==> config.mk <==
export PLATFORM = sky130hd
export DESIGN_NAME = fcr_control_regs
export DESIGN_NICKNAME = d
export VERILOG_FILES = /design/src/fcr_pkg.sv /design/src/fcr_control_regs.sv
export SDC_FILE = /design/constraint.sdc
export NUM_CORES = 1
export LEC_CHECK = 0
export BUFFER_PORTS_ARGS = -buffer_cell sky130_fd_sc_hd__buf_2
export CAP_MARGIN = 20
export CELL_PAD_IN_SITES_DETAIL_PLACEMENT = 1
export CELL_PAD_IN_SITES_GLOBAL_PLACEMENT = 1
export CORE_ASPECT_RATIO = 2
export CORE_MARGIN = 2
export CORE_UTILIZATION = 30
export CTS_CLUSTER_DIAMETER = 30
export DETAILED_ROUTE_END_ITERATION = 10
export PLACE_DENSITY = 0.84
export SYNTH_ARGS = -nofsm -noshare
export SYNTH_HDL_FRONTEND = slang
export SYNTH_SLANG_ARGS = --single-unit
==> constraint.sdc <==
create_clock -name CLK_IN -period 3.76 [get_ports CLK_IN]
set_clock_uncertainty 0.05 [all_clocks]
set_input_delay 0.752 -clock CLK_IN [delete_from_list [all_inputs] [get_ports CLK_IN]]
set_output_delay 0.752 -clock CLK_IN [all_outputs]
set_load 0.1 [all_outputs]
==> src/fcr_pkg.sv <==
// Constants for the front-end control register bank
package fcr_pkg;
  localparam int FCR_CHANNELS = 128;
  localparam int FCR_SECTORS = 8;
  localparam int FCR_TALLY_W = 24;
  localparam int FCR_REG_W = 8;
  // Register indices on the register port
  localparam logic [1:0] FCR_IDX_RUN_TRIG_CAL = 2'h0;
  localparam logic [1:0] FCR_IDX_MON_POWER = 2'h1;
  localparam logic [1:0] FCR_IDX_PULSE_COUNTER = 2'h2;
  localparam logic [1:0] FCR_IDX_TEST_TRIM = 2'h3;
  // Tally read window, bytes 4..6 low to high
  localparam logic [2:0] FCR_IDX_TALLY_LO = 3'h4;
  localparam logic [2:0] FCR_IDX_TALLY_MID = 3'h5;
  localparam logic [2:0] FCR_IDX_TALLY_HI = 3'h6;
  // Sleep defaults of all registers
  localparam logic [7:0] FCR_RST_REG0 = 8'h00;
  localparam logic [7:0] FCR_RST_REG1 = 8'h00;
  localparam logic [7:0] FCR_RST_REG2 = 8'h00;
  localparam logic [7:0] FCR_RST_REG3 = 8'h00;
  // Register 0 fields
  localparam int FCR_RUN_BIT = 0;
  localparam int FCR_TRIG_LSB = 1;
  localparam int FCR_ONESHOT_POL_BIT = 4;
  localparam int FCR_CALIB_POL_BIT = 5;
  localparam int FCR_CALIB_MODE_LSB = 6;
  // Register 1 fields
  localparam int FCR_MON_SEL_LSB = 0;
  localparam int FCR_PROBE_BIT = 4;
  localparam int FCR_DRV_SAVE_BIT = 5;
  localparam int FCR_CYCLE_LSB = 6;
  // Register 2 fields
  localparam int FCR_SRC_SEL_LSB = 0;
  localparam int FCR_PULSE_LEN_LSB = 4;
  localparam int FCR_BYPASS_BIT = 7;
  // Register 3 fields
  localparam int FCR_TRIM_LSB = 0;
  localparam int FCR_BANDGAP_BIT = 3;
  localparam int FCR_PACKET_BIT = 4;
  localparam logic [7:0] FCR_REG3_USED = 8'h1f;
  // Trigger modes
  localparam logic [2:0] FCR_TRIG_NONE = 3'h0;
  localparam logic [2:0] FCR_TRIG_ONE = 3'h1;
  localparam logic [2:0] FCR_TRIG_FOUR = 3'h2;
  localparam logic [2:0] FCR_TRIG_EIGHT = 3'h3;
  // GEM layout geometry, zero-based channel numbers
  localparam int FCR_GEM_FIRST = 3;
  localparam int FCR_GEM_GROUP = 3;
  localparam int FCR_GEM_STRIDE = 24;
  localparam int FCR_GEM_GROUPS = 5;
  // Tally wrap widths per cycle setting
  localparam int FCR_CYC_W0 = 24;
  localparam int FCR_CYC_W1 = 16;
  localparam int FCR_CYC_W2 = 12;
  localparam int FCR_CYC_W3 = 8;
  localparam logic [7:0] FCR_SECTORS_ALL = 8'hff;
  localparam logic [7:0] FCR_SECTORS_ONE = 8'h01;
  localparam logic [7:0] FCR_SECTORS_FOUR = 8'h0f;
endpackage

==> src/fcr_control_regs.sv <==
// Control register bank with sector trigger mapping and hit tally
//
// Behaviour
// Register 0: run, trigger, polarities, calibration mode
// Register 1: monitor select, probe, save, cycle
// Register 2: tally source, pulse length, bypass
// Register 3: trim range, bandgap, packet; 7:5 unused
// Run bit zero keeps device asleep
// Trigger top bit picks strip or GEM layout
// Mode 011: eight sectors of sixteen channels
// Mode 010: four sectors of thirty-two channels
// GEM layout leaves unbonded edge channels unassigned
// Save bit disables drivers unused by mode
// Twenty-four bit hit tally readable by master
// Tally counts any-hit or one sector
// Cycle field sets tally counting width
// Monitor select routes one DAC to output
// Polarity bits: zero positive, one negative
// Bypass bit takes hits from digital pads
// Bandgap enable connects bandgap to pad
// Packet bit sends fixed data without trigger
// Trim range field adjusts trim DACs, default zero
// Pulse length field sets one-shot duration
// Calibration mode selects calibration circuit operation
// Four control registers written and read
// Mode 000 no sectors; 001 one sector
// GEM: five triples spaced 24, shift three
// Source 0000 any-hit, 1xxx sector eight
// Hard reset loads sleep defaults everywhere
// Writes act next edge; probe bit only drives PROBE_SELECT_OUT
`timescale 1ns/100ps
module fcr_control_regs
  import fcr_pkg::*;
#(
  parameter int CHANNELS = FCR_CHANNELS,
  parameter int TALLY_W = FCR_TALLY_W
) (
  input wire logic CLK_IN,
  input wire logic SYS_RST_IN,
  input wire logic REG_WR_IN,
  input wire logic [2:0] REG_ADDR_IN,
  input wire logic [7:0] REG_WDATA_IN,
  output logic [7:0] REG_RDATA_OUT,
  input wire logic [CHANNELS-1:0] ANALOG_HIT_IN,
  input wire logic [CHANNELS-1:0] DIGITAL_PAD_HIT_IN,
  output logic RUN_NOT_SLEEP_OUT,
  output logic [1:0] CALIB_MODE_OUT,
  output logic CALIB_PULSE_POLARITY_OUT,
  output logic ONESHOT_INPUT_POLARITY_OUT,
  output logic [2:0] ONESHOT_PULSE_LEN_OUT,
  output logic DIGITAL_INPUT_BYPASS_OUT,
  output logic PROBE_SELECT_OUT,
  output logic [3:0] CURRENT_MONITOR_SEL_OUT,
  output logic [3:0] VOLTAGE_MONITOR_SEL_OUT,
  output logic BANDGAP_PAD_ENABLE_OUT,
  output logic FIXED_PACKET_ENABLE_OUT,
  output logic [2:0] TRIM_RANGE_OUT,
  output logic ANY_CHANNEL_HIT_OUT,
  output logic [FCR_SECTORS-1:0] SECTOR_OUT,
  output logic [FCR_SECTORS-1:0] SECTOR_DRIVER_EN_OUT,
  output logic [TALLY_W-1:0] HIT_TALLY_OUT
);

  // ==========================================================
  // Register file
  // ==========================================================
  logic [7:0] ctl0_r;
  logic [7:0] ctl1_r;
  logic [7:0] ctl2_r;
  logic [7:0] ctl3_r;

  // Sleep defaults on reset
  // Four writable registers
  // Write lands next edge
  always_ff @(posedge CLK_IN or posedge SYS_RST_IN) begin
    if (SYS_RST_IN) begin
      ctl0_r <= FCR_RST_REG0;
      ctl1_r <= FCR_RST_REG1;
      ctl2_r <= FCR_RST_REG2;
      ctl3_r <= FCR_RST_REG3;
    end else if (REG_WR_IN && !REG_ADDR_IN[2]) begin
      case (REG_ADDR_IN[1:0])
        FCR_IDX_RUN_TRIG_CAL: ctl0_r <= REG_WDATA_IN;
        FCR_IDX_MON_POWER: ctl1_r <= REG_WDATA_IN;
        FCR_IDX_PULSE_COUNTER: ctl2_r <= REG_WDATA_IN;
        // Unused bits held at zero
        FCR_IDX_TEST_TRIM: ctl3_r <= REG_WDATA_IN & FCR_REG3_USED;
        default: ctl0_r <= ctl0_r;
      endcase
    end
  end

  // ==========================================================
  // Field decode
  // ==========================================================
  // Register 0 fields
  wire run_not_sleep = ctl0_r[FCR_RUN_BIT];
  wire [2:0] trig_mode = ctl0_r[FCR_TRIG_LSB +: 3];
  wire oneshot_input_polarity = ctl0_r[FCR_ONESHOT_POL_BIT];
  wire calib_pulse_polarity = ctl0_r[FCR_CALIB_POL_BIT];
  wire [1:0] calib_mode = ctl0_r[FCR_CALIB_MODE_LSB +: 2];
  // Register 1 fields
  wire [3:0] monitor_dac_select = ctl1_r[FCR_MON_SEL_LSB +: 4];
  wire probe_select = ctl1_r[FCR_PROBE_BIT];
  wire sector_driver_save = ctl1_r[FCR_DRV_SAVE_BIT];
  wire [1:0] hit_tally_cycle_len = ctl1_r[FCR_CYCLE_LSB +: 2];
  // Register 2 fields
  wire [3:0] hit_tally_source_select = ctl2_r[FCR_SRC_SEL_LSB +: 4];
  wire [2:0] oneshot_pulse_len = ctl2_r[FCR_PULSE_LEN_LSB +: 3];
  wire digital_input_bypass = ctl2_r[FCR_BYPASS_BIT];
  // Register 3 fields
  wire [2:0] trim_range = ctl3_r[FCR_TRIM_LSB +: 3];
  wire bandgap_pad_enable = ctl3_r[FCR_BANDGAP_BIT];
  wire fixed_packet_enable = ctl3_r[FCR_PACKET_BIT];

  // ==========================================================
  // Hit selection and sector mapping
  // ==========================================================
  logic [CHANNELS-1:0] hits;
  // Digital pads bypass front end
  // Sleep blanks all hits
  always_comb begin
    hits = digital_input_bypass ? DIGITAL_PAD_HIT_IN : ANALOG_HIT_IN;
    if (!run_not_sleep) begin
      hits = '0;
    end
  end

  // Channel to GEM sector, FCR_SECTORS when unbonded
  function automatic int gem_sector(input int ch);
    int off;
    int grp;
    off = ch - FCR_GEM_FIRST;
    grp = off / FCR_GEM_STRIDE;
    gem_sector = FCR_SECTORS;
    if (off >= 0 && grp < FCR_GEM_GROUPS) begin
      gem_sector = (off % FCR_GEM_STRIDE) / FCR_GEM_GROUP;
    end
  endfunction

  logic [FCR_SECTORS-1:0] strip8;
  logic [FCR_SECTORS-1:0] strip4;
  logic [FCR_SECTORS-1:0] gem;
  genvar s;
  generate
    for (s = 0; s < FCR_SECTORS; s++) begin : g_sector
      logic [CHANNELS-1:0] gem_mask;
      always_comb begin
        for (int c = 0; c < CHANNELS; c++) begin
          // Triples spaced 24 apart
          // Edge channels excluded
          gem_mask[c] = (gem_sector(c) == s);
        end
      end
      // Sixteen-channel sectors
      assign strip8[s] = |hits[s*(CHANNELS/8) +: CHANNELS/8];
      // Thirty-two-channel sectors
      if (s < 4) begin : g_four
        assign strip4[s] = |hits[s*(CHANNELS/4) +: CHANNELS/4];
      end else begin : g_none
        assign strip4[s] = 1'b0;
      end
      assign gem[s] = |(hits & gem_mask);
    end
  endgenerate

  wire any_hit = |hits;
  logic [FCR_SECTORS-1:0] sector_nxt;
  logic [FCR_SECTORS-1:0] needed;
  // Top bit selects GEM layout
  // None or single sector
  always_comb begin
    if (trig_mode[2]) begin
      sector_nxt = gem;
      needed = FCR_SECTORS_ALL;
    end else begin
      case (trig_mode)
        FCR_TRIG_ONE: begin
          sector_nxt = {{(FCR_SECTORS-1){1'b0}}, any_hit};
          needed = FCR_SECTORS_ONE;
        end
        FCR_TRIG_FOUR: begin
          sector_nxt = strip4;
          needed = FCR_SECTORS_FOUR;
        end
        FCR_TRIG_EIGHT: begin
          sector_nxt = strip8;
          needed = FCR_SECTORS_ALL;
        end
        default: begin
          sector_nxt = '0;
          needed = '0;
        end
      endcase
    end
  end

  // ==========================================================
  // Hit tally
  // ==========================================================
  logic tally_src;
  // Any-hit or sector source
  // Top bit set counts last sector
  always_comb begin
    if (hit_tally_source_select[3]) begin
      tally_src = sector_nxt[FCR_SECTORS-1];
    end else if (hit_tally_source_select == 4'h0) begin
      tally_src = any_hit;
    end else begin
      tally_src = sector_nxt[hit_tally_source_select[2:0] - 3'h1];
    end
  end

  logic [TALLY_W-1:0] wrap_mask;
  // Cycle sets counting width
  always_comb begin
    case (hit_tally_cycle_len)
      2'h0: wrap_mask = {TALLY_W{1'b1}} >> (TALLY_W - FCR_CYC_W0);
      2'h1: wrap_mask = {TALLY_W{1'b1}} >> (TALLY_W - FCR_CYC_W1);
      2'h2: wrap_mask = {TALLY_W{1'b1}} >> (TALLY_W - FCR_CYC_W2);
      default: wrap_mask = {TALLY_W{1'b1}} >> (TALLY_W - FCR_CYC_W3);
    endcase
  end

  logic [TALLY_W-1:0] tally_r;
  // Tally increments and wraps
  always_ff @(posedge CLK_IN or posedge SYS_RST_IN) begin
    if (SYS_RST_IN) begin
      tally_r <= '0;
    end else if (tally_src) begin
      tally_r <= (tally_r + TALLY_W'(1)) & wrap_mask;
    end else begin
      tally_r <= tally_r & wrap_mask;
    end
  end

  // ==========================================================
  // Registered outputs
  // ==========================================================
  always_ff @(posedge CLK_IN or posedge SYS_RST_IN) begin
    if (SYS_RST_IN) begin
      SECTOR_OUT <= '0;
      SECTOR_DRIVER_EN_OUT <= FCR_SECTORS_ALL;
      ANY_CHANNEL_HIT_OUT <= 1'b0;
      HIT_TALLY_OUT <= '0;
    end else begin
      SECTOR_OUT <= sector_nxt;
      // Power save keeps needed drivers
      SECTOR_DRIVER_EN_OUT <= sector_driver_save ? needed : FCR_SECTORS_ALL;
      ANY_CHANNEL_HIT_OUT <= any_hit;
      HIT_TALLY_OUT <= tally_r;
    end
  end

  // Monitor outputs: code 0 selects nothing
  // One DAC routed at a time
  always_ff @(posedge CLK_IN or posedge SYS_RST_IN) begin
    if (SYS_RST_IN) begin
      CURRENT_MONITOR_SEL_OUT <= '0;
      VOLTAGE_MONITOR_SEL_OUT <= '0;
    end else begin
      CURRENT_MONITOR_SEL_OUT <= monitor_dac_select[3] ? monitor_dac_select : 4'h0;
      VOLTAGE_MONITOR_SEL_OUT <= monitor_dac_select[3] ? 4'h0 : monitor_dac_select;
    end
  end

  // Analog controls mirrored straight from fields
  always_ff @(posedge CLK_IN or posedge SYS_RST_IN) begin
    if (SYS_RST_IN) begin
      RUN_NOT_SLEEP_OUT <= 1'b0;
      CALIB_MODE_OUT <= '0;
      CALIB_PULSE_POLARITY_OUT <= 1'b0;
      ONESHOT_INPUT_POLARITY_OUT <= 1'b0;
      ONESHOT_PULSE_LEN_OUT <= '0;
      DIGITAL_INPUT_BYPASS_OUT <= 1'b0;
      PROBE_SELECT_OUT <= 1'b0;
      BANDGAP_PAD_ENABLE_OUT <= 1'b0;
      FIXED_PACKET_ENABLE_OUT <= 1'b0;
      TRIM_RANGE_OUT <= '0;
    end else begin
      // Run level
      RUN_NOT_SLEEP_OUT <= run_not_sleep;
      // Calibration mode
      CALIB_MODE_OUT <= calib_mode;
      // Polarity selects
      CALIB_PULSE_POLARITY_OUT <= calib_pulse_polarity;
      ONESHOT_INPUT_POLARITY_OUT <= oneshot_input_polarity;
      // One-shot length
      ONESHOT_PULSE_LEN_OUT <= oneshot_pulse_len;
      DIGITAL_INPUT_BYPASS_OUT <= digital_input_bypass;
      // Probe bit only drives PROBE_SELECT_OUT
      PROBE_SELECT_OUT <= probe_select;
      // Bandgap pad switch
      BANDGAP_PAD_ENABLE_OUT <= bandgap_pad_enable;
      // Fixed packet request to formatter
      FIXED_PACKET_ENABLE_OUT <= fixed_packet_enable;
      // Trim range
      TRIM_RANGE_OUT <= trim_range;
    end
  end

  // ==========================================================
  // Read port
  // ==========================================================
  // Tally bytes readable
  always_ff @(posedge CLK_IN or posedge SYS_RST_IN) begin
    if (SYS_RST_IN) begin
      REG_RDATA_OUT <= '0;
    end else begin
      case (REG_ADDR_IN)
        {1'b0, FCR_IDX_RUN_TRIG_CAL}: REG_RDATA_OUT <= ctl0_r;
        {1'b0, FCR_IDX_MON_POWER}: REG_RDATA_OUT <= ctl1_r;
        {1'b0, FCR_IDX_PULSE_COUNTER}: REG_RDATA_OUT <= ctl2_r;
        {1'b0, FCR_IDX_TEST_TRIM}: REG_RDATA_OUT <= ctl3_r;
        FCR_IDX_TALLY_LO: REG_RDATA_OUT <= tally_r[7:0];
        FCR_IDX_TALLY_MID: REG_RDATA_OUT <= tally_r[15:8];
        FCR_IDX_TALLY_HI: REG_RDATA_OUT <= tally_r[23:16];
        default: REG_RDATA_OUT <= 8'h00;
      endcase
    end
  end

endmodule

[Word level (Yosys, flattened, before mapping)]
Cells that the tools add are included.
Operators by class
  add/subtract/negate cells: 2
  magnitude comparators: 1
  eq/ne operators: 14
  multiplexer cells: 16
  bitwise gates (word level): 2
  reduce and logical (&&, ||, !) cells: 31
Operator list (number)
  $mux 128: 2
  $reduce_or 128->1: 1
  $reduce_or 16->1: 8
  $reduce_or 32->1: 4
  $reduce_or 15->1: 8
  $pmux 24 s3: 1
  $pmux 8 s7: 1
  $and 24x24->24: 2
  $pmux 8 s3: 2
  $add 24x1->24 const B: 1
  $mux 24: 1
  $mux 8: 3
  $eq 3x2->1 const B: 4
  $eq 3x3->1 const B: 3
  $reduce_and 2->1: 4
  $eq 2x2->1 const B: 3
  $eq 3x1->1 const B: 2
  $eq 2x1->1 const B: 2
  $logic_not 2->1: 2
  $logic_not 4->1: 1
  $lt 3x4->1 const B: 1
  $mux 4: 1
  $bmux 1 s3: 1
  $logic_not 3->1: 1
  other kinds (5): 7
Word-level totals
  register bits: 125
  input port bits: 270
  output and inout port bits: 72
  logic and storage cells: 88

[Longest topological paths before layout]
Gate-level depths: netlist (run 1).
  depth after elaboration: 10
  mapped depth: 15
  mapped depth without buffers: 10

[Worst setup path before layout (run 1)]
No wires, ideal clock.
  path type: input to register
  start point: input DIGITAL_PAD_HIT_IN[72]
  end point: register tally_r[14]
  arrival: 3.268 ns
  required time: 3.585 ns
  setup slack: 0.316 ns
  stages: 11
  cells stage by stage: or4b_1 > a32o_1 > nor4_2 > nand3_1 > nor4_2 > and3b_1 > a2111oi_2 > a2111o_2 > buf_6 > nor3b_1 > mux2_4
Between the ends
  cells in the longest elaborated chain, start to end: 10
  elaborated cells between the ends (all ways): 13
  those cells by class: mux (9); reduce/logical (4)
Ends and longest elaborated chain
  start, declared: RTL line fcr_control_regs.sv:45  | input wire logic [CHANNELS-1:0] DIGITAL_PAD_HIT_IN,
  $mux 128 *: RTL line fcr_control_regs.sv:123  | hits = digital_input_bypass ? DIGITAL_PAD_HIT_IN : ANALOG_HIT_IN;
  $mux 128 *: RTL line fcr_control_regs.sv:124  | if (!run_not_sleep) begin
  $reduce_or 128->1, or another cell as far along: RTL line fcr_control_regs.sv:167  | wire any_hit = |hits;
  $pmux 8 s3: RTL line fcr_control_regs.sv:177  | case (trig_mode)
  $mux 8: RTL line fcr_control_regs.sv:173  | if (trig_mode[2]) begin
  $bmux 1 s3: RTL line fcr_control_regs.sv:210  | tally_src = sector_nxt[hit_tally_source_select[2:0] - 3'h1];
  $mux 1 (implied by the code): RTL line fcr_control_regs.sv:210
  $mux 1: RTL line fcr_control_regs.sv:207  | end else if (hit_tally_source_select == 4'h0) begin
  $mux 1 *: RTL line fcr_control_regs.sv:205  | if (hit_tally_source_select[3]) begin
  $mux 24 *: RTL line fcr_control_regs.sv:230  | end else if (tally_src) begin
  end signal, assigned: RTL line fcr_control_regs.sv:231  | tally_r <= (tally_r + TALLY_W'(1)) & wrap_mask;
  end signal, assigned: RTL line fcr_control_regs.sv:233  | tally_r <= tally_r & wrap_mask;
  end, declared: RTL line fcr_control_regs.sv:225  | logic [TALLY_W-1:0] tally_r;
Mark *: on every way between the ends. The rest lies on a longest branch, timed or not. The select of a mux whose other input is x is not followed.
A chain may end at the register's enable or synchronous reset.

[Final worst setup path (run 1)]
  start point: register ctl2_r[7]
  end point: register tally_r[17]
Between the ends
  cells in the longest elaborated chain, start to end: 10
  elaborated cells between the ends (all ways): 30
  those cells by class: mux (9); reduce/logical (21)
Ends and longest elaborated chain
  start, declared: RTL line fcr_control_regs.sv:69  | logic [7:0] ctl2_r;
  start signal, assigned: RTL line fcr_control_regs.sv:79  | ctl2_r <= FCR_RST_REG2;
  start signal, assigned: RTL line fcr_control_regs.sv:85  | FCR_IDX_PULSE_COUNTER: ctl2_r <= REG_WDATA_IN;
  $mux 128 *: RTL line fcr_control_regs.sv:123
  $mux 128 *: RTL line fcr_control_regs.sv:124
  $reduce_or 128->1, or another cell as far along: RTL line fcr_control_regs.sv:167
  $pmux 8 s3: RTL line fcr_control_regs.sv:177
  $mux 8: RTL line fcr_control_regs.sv:173
  $bmux 1 s3: RTL line fcr_control_regs.sv:210
  $mux 1 (implied by the code): RTL line fcr_control_regs.sv:210
  $mux 1: RTL line fcr_control_regs.sv:207
  $mux 1 *: RTL line fcr_control_regs.sv:205
  $mux 24 *: RTL line fcr_control_regs.sv:230
Marks and branches as above.

==> impl_results.md, run 1 <==
* Gpl congestion at 0.835
* Initial antenna violation count at 0
* Status: finished, violations left
* Final Hold Viols at 0
* Post-synthesis mux area share at 0.0903
* Post-DRT Antenna Nets at 0
* Final min period at between 3 and 4 ns
* GR Util met1 at 0.291
* Flop-to-flop setup slack at -0.02 ns
* Area share of xor/xnor cells in the synthesized design at 0.0111
* Synth Register Bits at around 120
* Maximum clock path buffer count at 2
* DRC at 0
* CP Class: reg -> reg
* Die Width at 106 um
* Post-synthesis compound-gate area fraction at 0.148
* Worst Tran Pin Value at just under 0.9 ns
* First-pass GRT wire length at 39700 um
* First-pass DRT Iterations at 4
* Core ar. at about 0.021 mm^2
* Largest net degree at the start of global routing at slightly below 90
* Leakage at 4.60 nW
* EDFF count, synth at 0
* Synth area leaders: dfrtp_1 46%, mux2_2 5.4%, nor4b_1 3.9%, o41ai_1 3.2%, nor2_1 2.7%
* Req. time, crit path at 4.05 ns
* Fin nets at ~1300
* Worst-Skew Late Latency at between 0.4 and 0.5 ns
* Full die area at 0.0222 mm^2
* Total chip power at 6.24 mW
* Final Max Tran Viols at 0
* Total CTS buffers at 17
* Rel. slew slack at 0.420
* Synthesized area at 0.00629 mm^2
* Final setup vio count at 1
* Critical Path AT at 4.07 ns
* Routed len/inst at 21.2 um
* Startpoint types: register
* F_max at 265 MHz
* Cell accounting for the most synthesized area: dfrtp_1
* Setup ws final at -0.0168 ns
* Remaining Overflow, GRT at 0
* CTS tree: built
* RSZ-0062 raised after global routing: yes
* Post-synthesis net count at 868
* Post-synthesis async set-or-reset flop share at 1.00
* Die height at 209 um
* CTS Sinks at 119
* N_diodes at 0
* Via count at just under 7000
* Htree depth at 4
* Synth Area in Simple Gates at 0.231
* M2 GR Usage at 0.408
* P&R area growth vs syn at 54.6%
* Post-synth top area share at 0.461
* All-Layer GR Usage at 0.230
* Vias per inst at roughly 5.3
* Row count at 75
* Vias in the first global route at 7211
* Worst VDD drop at 0.565 mV
* Worst min path class: reg -> reg
* Number of port buffers at 340
* YS warnings at 0
* GRT busiest layer: met2
* Syn Area/Cell at around 11 um^2
* Fin crit share at 1.00
* Clock root buffer: clkbuf_16
* Worst setup EP type: register
* Drt total wl at 27100 um
* Adder-Cell Fraction of Synth Area at 0.00398
* Seq/Total Area, Yosys at 0.474
* I/O pins at 342
* Clock Pin Slew Worst Setup and Hold Paths at 0.05 ns
* Main combinational cell family by area after synthesis: simple AND/OR/NAND/NOR gates
* Layout cell share with drive strength beyond 1 at 0.533
* DP Wirelength at a little over 20000 um
* Failing checks: negative setup slack
* Post-synth cell types at 73
* Initial DRC count at 289
* Met3 Use GR at 0.0452
* Number of max-cap violations at 0
* Power Density at about 640 mW/mm^2
* Mapped Cells at 596
* Setup TNS at -0.0168 ns
* Main synth FF type: dfrtp_1
* CP Max Fanout at 9
* Initial core utilization at 0.303
* CTS Hold Bufs at 0
Yosys cell counts, drive strengths merged (15+ instances only):
cell   count
mux2      32
nor3      24
o22ai     19
nand3     15
dfrtp    116
nor2      45
nor4b     29
o41ai     25
o21ai     18
nand2     27
nor4      29
buf       24
power breakdown:
group	total [mW]	leakage (nW)	switching, mW	internal [mW]
clock	1.57	0.272	0.579	0.988
combinational	2.91	2.82	1.99	0.922
sequential	1.76	1.50	0.238	1.52
total	6.24	4.60	2.81	3.43
sequential cells by signal, indices dropped and copies added (netlist names), 4 cells and up:
register,count
ctl0_r,8
SECTOR_OUT,8
HIT_TALLY_OUT,24
ctl1_r,8
REG_RDATA_OUT,8
CURRENT_MONITOR_SEL_OUT,4
ctl2_r,8
ctl3_r,5
tally_r,24
per-layer routing:
metal | part of all wire | routed length [um] | up-vias
met2 | 0.52 | 14000 | 288
met4 | 0.013 | 352 | 0
li1 | - | - | 3125
met3 | 0.059 | 1600 | 29
met5 | 0 | 0 | -
met1 | 0.41 | 11100 | 3294
timing repair:
action | 4_1_cts | 5_1_grt
cloned | 0 | 4
gates resized for setup | 10 | 43
pin swaps | 1 | 12
buffers inserted | 0 | 5
setup endpoints to repair | 21 | 24
placed cells by master (no fill, tap or decap), types with 9 or more instances in the layout:
cell type and n:
dfrtp_1 115, nand2_1 27, inv_1 9, buf_2 341
nor4_1 22, mux2_2 30, nor4b_1 26, nand3_1 14
buf_4 67, clkbuf_16 20, o21ai_0 13, o41ai_1 16
nor2b_1 9, mux2i_1 11, a21oi_1 11, nor2_1 45
o22ai_1 17, nor3_1 21, or3_1 14
cell families after synthesis:
| logic type | count (synthesis) |
|---|---|
| multiplexers | 47 |
| flip-flops | 119 |
| other | 1 |
| AND/OR/NAND/NOR | 246 |
| buffers and inverters | 50 |
| adder cells (fa/ha/maj) | 2 |
| AO/OA/AOI/OAI | 123 |
| XOR/XNOR | 8 |
critical path, stage by stage, from the launching register on:
cell and delay [ns]:
dfrtp_2 0.46, buf_12 0.16, nor3b_1 0.16, o32ai_2 0.35
buf_4 0.17, nor4_2 0.04, buf_4 0.16, or3b_1 0.35
o21ai_2 0.08, and3b_2 0.24, a2111oi_4 0.06, a2111o_2 0.48
buf_12 0.16, buf_6 0.12, or4_4 0.51, a21oi_2 0.14
final timing paths:
path | start | end | cells past startpoint
min in group asynchronous | SYS_RST_IN | HIT_TALLY_OUT[18] | 2
max reg2reg | ctl2_r[7] | tally_r[17] | 15
min | ctl3_r[3] | BANDGAP_PAD_ENABLE_OUT | 0
max in group asynchronous | SYS_RST_IN | ctl2_r[7] | 3
min reg2reg | ctl3_r[3] | BANDGAP_PAD_ENABLE_OUT | 0
max | ctl2_r[7] | tally_r[17] | 15
metrics by stage:
stage	utilization	area [um^2]	instances	hold slack [ns]	setup slack [ns]
floorplan	-	6300	596	0.299	0.316
global placement	0.421	8720	1239	0.329	-0.180
detailed placement	0.421	8720	1239	0.341	-0.245
CTS	0.451	9360	1271	0.359	-0.00282
global route	0.469	9730	1280	0.369	-0.108
finish	0.469	9730	1280	0.354	-0.0168
layout make-up:
| type | instances | area, um^2 |
|---|---|---|
| multi-input cells | 427 | 3330 |
| clock buffers | 20 | 447 |
| clock inverters | 12 | 128 |
| fillers | 2399 | 11000 |
| well taps | 269 | 337 |
| inverters | 12 | 51.3 |
| repair buffers | 421 | 2460 |
| flip-flops and latches | 119 | 2980 |
Note: power is estimated with default switching activity, not from simulation.
==> inputs of run 2 (changes only) <==
==> constraint.sdc (replaced) <==
create_clock -name CLK_IN -period 3.76 [get_ports CLK_IN]
set_clock_uncertainty 0.05 [all_clocks]
set_input_delay 0.376 -clock CLK_IN [delete_from_list [all_inputs] [get_ports CLK_IN]]
set_output_delay 0.376 -clock CLK_IN [all_outputs]
set_load 0.1 [all_outputs]
==> run 2 against run 1 <==
  * Critical path type unchanged
  * Combinational power shrank 7%
  * Register-to-register slack gained 0.15 ns
  * Hold slack lost 0.34 ns
  * The run now ends clean
  * Sequential power is essentially flat
  * Fmax grew 4.2%
  * Non-clock buffer count shrank 24
==> impl_results.md, run 2 (synthesis gave the netlist of run 1 again) <==
* Status: finished, final reports clean
* Largest net degree at the start of global routing at 56
* Largest registers: HIT_TALLY_OUT: 24 flops, tally_r: 24 flops
* Final Max Tran Viols at 0
* DRC at 0
* Worst min path class: in -> async
* Initial DRC count at 315
* F_max at 276 MHz
* Core ar. at between 0.02 and 0.025 mm^2
* Clock root buffer: clkbuf_16
* Setup TNS at 0 ns
* Reg-to-Reg Start: ctl2_r[7]
* Util after Layout at 0.453
* Critical Path AT at 3.91 ns
* Vias per inst at roughly 5.3
* Die Width at 106 um
* Fin crit share at 0.964
* Final setup vio count at 0
* Row count at between 70 and 80
* Fin nets at 1246
* CP Max Fanout at 30
* Top delay family on crit path: compound AO/OA/AOI/OAI gates
* RSZ-0062 raised after global routing: yes
* Post-DRT Antenna Nets at 0
* Most frequent cells in the layout: 340 x buf_2, 115 x dfrtp_1, 52 x buf_4, 45 x nor2_1, 30 x mux2_2
* Most frequent cell on the critical path: buf_12
* First-pass GRT wire length at 40200 um
* CTS Sinks at 119
* Startpoint types: register
* Final Hold Viols at 0
* Initial antenna violation count at 2
* Final min period at approximately 3.6 ns
* CP Class: reg -> reg
* Worst path max stage delay at 0.53 ns
* Worst setup EP type: register
* Gpl congestion at 0.880
* Layout cell share with drive strength beyond 1 at 0.522
* Crit path max-delay cell type: a2111o_2
* Worst Tran Pin Value at 0.885 ns
* Via count at 6680
* I/O pins at between 300 and 400
* Clock Pin Slew Worst Setup and Hold Paths at 0.06 ns
* Drt total wl at 26700 um
* Number of max-cap violations at 0
* Worst-Skew Late Latency at ~0.42 ns
* Most common cell after layout, fill and taps aside: buf_2
* Die height at 209 um
* Crit path from: ctl2_r[7]
* All-Layer GR Usage at 0.234
* Routed len/inst at 21.2 um
* Worst VDD drop at 0.707 mV
* First-pass DRT Iterations at 4
* CP Cell Sequence: buf_12, nor4b_1, nor3_1, nor4_2, a211oi_1, a211oi_1, a221oi_2, a2111oi_2, a2111o_2, buf_12, buf_12, or4_1, a21oi_1
* Leakage at 4.40 nW
* Full die area at 0.0222 mm^2
* Total CTS buffers at 17
* Sum of buffers and inverters on the critical path at 3
* Htree depth at 4
* Rel. slew slack at 0.408
* Placed cell count at 1219
* Req. time, crit path at 4.04 ns
* Layout Cells excl Fill at between 1000 and 1500
* CTS tree: built
* Power Density at 639 mW/mm^2
* DP Wirelength at 21500 um
* Remaining Overflow, GRT at 0
* CTS Hold Bufs at 0
* P&R area growth vs syn at 49.3%
* Number of port buffers at 340
* Maximum clock path buffer count at 2
* Fillers at 2437
* Vias in the first global route at 7204
* Initial core utilization at 0.303
-- run 2: area by class of cell --
| cell class | instances | area (um^2) | share of cell area |
|---|---|---|---|
| multi-input combinational | 427 | 3270 | 0.348 |
| antenna | 2 | 5.00 | 0.000533 |
| inverter | 12 | 47.5 | 0.00506 |
| clock buffer | 19 | 443 | 0.0472 |
| timing repair buffer | 397 | 2180 | 0.232 |
| sequential | 119 | 2980 | 0.318 |
| clock inverter | 13 | 123 | 0.0131 |
| tap | 269 | 337 | 0.0358 |
-- run 2: worst paths after layout --
kind                                           end  slack [ns]  depth (start not counted)
max                                    tally_r[17]        0.14                         13
min                              HIT_TALLY_OUT[19]        0.02                          2
max reg2reg                            tally_r[17]        0.14                         13
min reg2reg                 BANDGAP_PAD_ENABLE_OUT        0.36                          0
max in group asynchronous  SECTOR_DRIVER_EN_OUT[6]        2.73                          3
min in group CLK_IN                      ctl2_r[5]        0.18                          2
-- run 2: metal layers --
layer / wire length [um] / track usage / share of wire / up-vias
li1: - / - / - / 3068
met1: 10800 / 0.292 / 0.40 / 3288
met2: 13900 / 0.409 / 0.52 / 301
met3: 1730 / 0.0543 / 0.065 / 23
met4: 255 / 0.0522 / 0.0096 / 0
met5: 0 / 0 / 0 / -
-- run 2: repair_timing --
action | CTS | global route
endpoints found under the hold margin | 0 | 0
endpoints found under the setup margin | 13 | 23
gates cloned | 0 | 0
resized for setup | 3 | 37
buffers inserted | 1 | 4
pin swaps | 0 | 11
-- run 2: power by group --
group	switching (mW)	internal (mW)
Clock	0.600	0.930
Sequential	0.238	1.52
Combinational	1.91	0.805
-- run 2: metrics by stage --
step	area (um^2)	worst slack (ns)	total power, mW	hold WS, ns
after CTS	9150	0.0639	5.97	0.0369
after detailed placement	8550	-0.0403	4.37	0.339
after global routing	9390	-0.0322	6.27	0.0742
after global placement	8550	0.0380	4.33	0.336
final	9390	0.136	6.01	0.0182
after floorplan	6290	0.181	3.54	0.299
==> inputs of run 3 (changes only) <==
==> config.mk (replaced) <==
export PLATFORM = sky130hd
export DESIGN_NAME = fcr_control_regs
export DESIGN_NICKNAME = d
export VERILOG_FILES = /design/src/fcr_pkg.sv /design/src/fcr_control_regs.sv
export SDC_FILE = /design/constraint.sdc
export NUM_CORES = 1
export LEC_CHECK = 0
export BUFFER_PORTS_ARGS = -buffer_cell sky130_fd_sc_hd__buf_2
export CAP_MARGIN = 20
export CORE_AREA = 2 2 131 133
export CTS_CLUSTER_DIAMETER = 30
export DETAILED_ROUTE_END_ITERATION = 10
export DIE_AREA = 0 0 133 135
export PLACE_DENSITY = 0.79
export SYNTH_ARGS = -nofsm -noshare
export SYNTH_HDL_FRONTEND = slang
export SYNTH_SLANG_ARGS = --single-unit
==> constraint.sdc (replaced) <==
create_clock -name CLK_IN -period 3.76 [get_ports CLK_IN]
set_clock_uncertainty 0.05 [all_clocks]
set_input_delay 0.376 -clock CLK_IN [delete_from_list [all_inputs] [get_ports CLK_IN]]
set_output_delay 0.376 -clock CLK_IN [all_outputs]
set_load 0.005 [all_outputs]
==> run 3 against run 2 <==
  * Cell count decreased by 2.1%
  * Largest cell class unchanged
  * Flip-flop and latch count unchanged
  * Critical path depth increased by 4
  * Combinational power decreased by 28%
  * Total power decreased by 9.2%
  * Die area decreased by 19%
  * Sequential power about the same
  * Core utilization increased by 15 points
  * Global-route usage increased by 6.5 points
  * Critical endpoint unchanged
  * Fmax decreased by 2.4%
  * Final area increased by 6.1%
  * Largest power group unchanged
==> impl_results.md, run 3 (synthesis gave the netlist of run 1 again) <==
* Worst hold slack at between 0.04 and 0.05 ns
* Largest net degree at the start of global routing at 64
* Req. time, crit path at a little over 4 ns
* Worst path max stage delay at 0.51 ns
* DP Wirelength at around 21000 um
* Row count at 47
* Worst Tran Pin Value at 0.958 ns
* FF+latch area at around 0.0030 mm^2
* Vias in the first global route at 6797
* Total CTS buffers at 17
* Layout cell share with drive strength beyond 1 at 0.555
* Clock root buffer: clkbuf_16
* Multi-input logic area at approximately 0.0035 mm^2
* Power Density at 548 mW/mm^2
* Final setup vio count at 0
* P&R area growth vs syn at 58.3%
* Most common cell after layout, fill and taps aside: buf_2
* Util after Layout at 0.607
* Fin nets at 1271
* Remaining Overflow, GRT at 0
* Initial core utilization at 0.384
* Worst min path class: in -> async
* Critical Path AT at roughly 4 ns
* Vias per inst at 5.64
* Die height at 135 um
* Most frequent cells in the layout: 340 x buf_2, 115 x dfrtp_1, 68 x buf_4, 45 x nor2_1, 30 x mux2_2
* RSZ-0062 raised after global routing: yes
* Final Hold Viols at 0
* Via count at 6949
* CTS Sinks at 119
* M2 GR Usage at 0.511
* Maximum clock path buffer count at 2
* Startpoint types: register
* Drt total wl at around 28000 um
* Final min period at 3.71 ns
* Crit path max-delay cell type: or4_4
* Largest registers: HIT_TALLY_OUT: 24 flops, tally_r: 24 flops
* GRT busiest layer: met2
* Number of max-cap violations at 0
* Initial antenna violation count at 3
* Most frequent cell on the critical path: buf_4
* First-pass GRT wire length at 39900 um
* DRC at 0
* Leakage at 4.71 nW
* CP Class: reg -> reg
* Rel. slew slack at 0.359
* GR Util met1 at 0.376
* Worst VDD drop at 0.404 mV
* Fillers at 1368
* CTS tree: built
* F_max at ~270 MHz
* CP Cell Sequence: buf_12, buf_8, buf_4, mux2i_1, o22ai_1, nor4_2, buf_4, buf_4, a211oi_4, a211oi_2, a221oi_2, a2111oi_2, a2111o_2, buf_12, buf_16, or4_4, a21oi_2
* Initial DRC count at 578
* First-pass DRT Iterations at 5
* Full die area at approximately 0.018 mm^2
* Htree depth at 4
* Worst setup EP type: register
* Fin crit share at 0.988
* Final Max Tran Viols at 0
* Met3 Use GR at 0.0822
* Gpl congestion at 0.922
* Worst-Skew Late Latency at roughly 0.4 ns
* Clock Pin Slew Worst Setup and Hold Paths at 0.06 ns
* Top delay family on crit path: compound AO/OA/AOI/OAI gates
* I/O pins at 342
* Number of port buffers at 340
* Status: finished, final reports clean
* CP Max Fanout at 13
* Core ar. at 0.0164 mm^2
* Die Width at 133 um
* Routed len/inst at between 20 and 25 um
* Sum of buffers and inverters on the critical path at 7
* Post-DRT Antenna Nets at 0
* N_diodes at 0
* All-Layer GR Usage at 0.299
## run 3: changes by cell type in the layout (fill, tap and decap cells not counted), moves of 5 or more
cell	before	now
buf_4	52	68
o41ai_1	17	11
nor4_2	3	8
o41ai_4	0	7
nor4_1	24	18
## run 3: routing by layer
layer	vias up	routed length, um
met5	-	22
met4	4	628
met3	50	2380
met2	362	14100
li1	3127	-
met1	3406	10800
## run 3: what timing repair did
item,4_1_cts,5_1_grt
cloned,3,0
gates resized for setup,34,51
pin swaps,15,18
setup buffers,5,4
hold buffers,0,0
setup endpoints to repair,11,24
## run 3: metrics by stage
stage / worst slack [ns] / cell area [um^2] / power [mW] / TNS [ns] / instances
CTS: 0.00162 / 9620 / 5.33 / 0 / 1228
finish: 0.0457 / 9960 / 5.45 / 0 / 1232
global route: -0.0409 / 9960 / 5.68 / -0.0848 / 1232
floorplan: 0.181 / 6290 / 2.49 / 0 / 596
global placement: -0.0803 / 8670 / 3.30 / -0.434 / 1190
detailed placement: -0.106 / 8670 / 3.32 / -0.695 / 1190
## run 3: cell type report
type | instances | area share
clock buffer | 23 | 0.0460
clock inverter | 9 | 0.0176
inverter | 12 | 0.00502
multi-input combinational | 427 | 0.354
sequential | 119 | 0.299
tap | 220 | 0.0276
timing repair buffer | 422 | 0.251
## run 3: where the power goes
group	total, mW	leakage (nW)	switching (mW)	internal, mW
Sequential	1.75	1.50	0.230	1.52
Combinational	1.95	2.90	0.957	0.991
Clock	1.75	0.301	0.564	1.19
## run 3: worst paths after layout
check	from	end	slack, ns	cells after the start
max	ctl2_r[7]	tally_r[17]	0.05	17
min	SYS_RST_IN	HIT_TALLY_OUT[4]	0.05	2
max reg2reg	ctl2_r[7]	tally_r[17]	0.05	17
min reg2reg	ctl3_r[2]	TRIM_RANGE_OUT[2]	0.34	0
max in group asynchronous	SYS_RST_IN	SECTOR_DRIVER_EN_OUT[3]	2.68	3
min in group CLK_IN	REG_WDATA_IN[5]	ctl2_r[5]	0.18	2
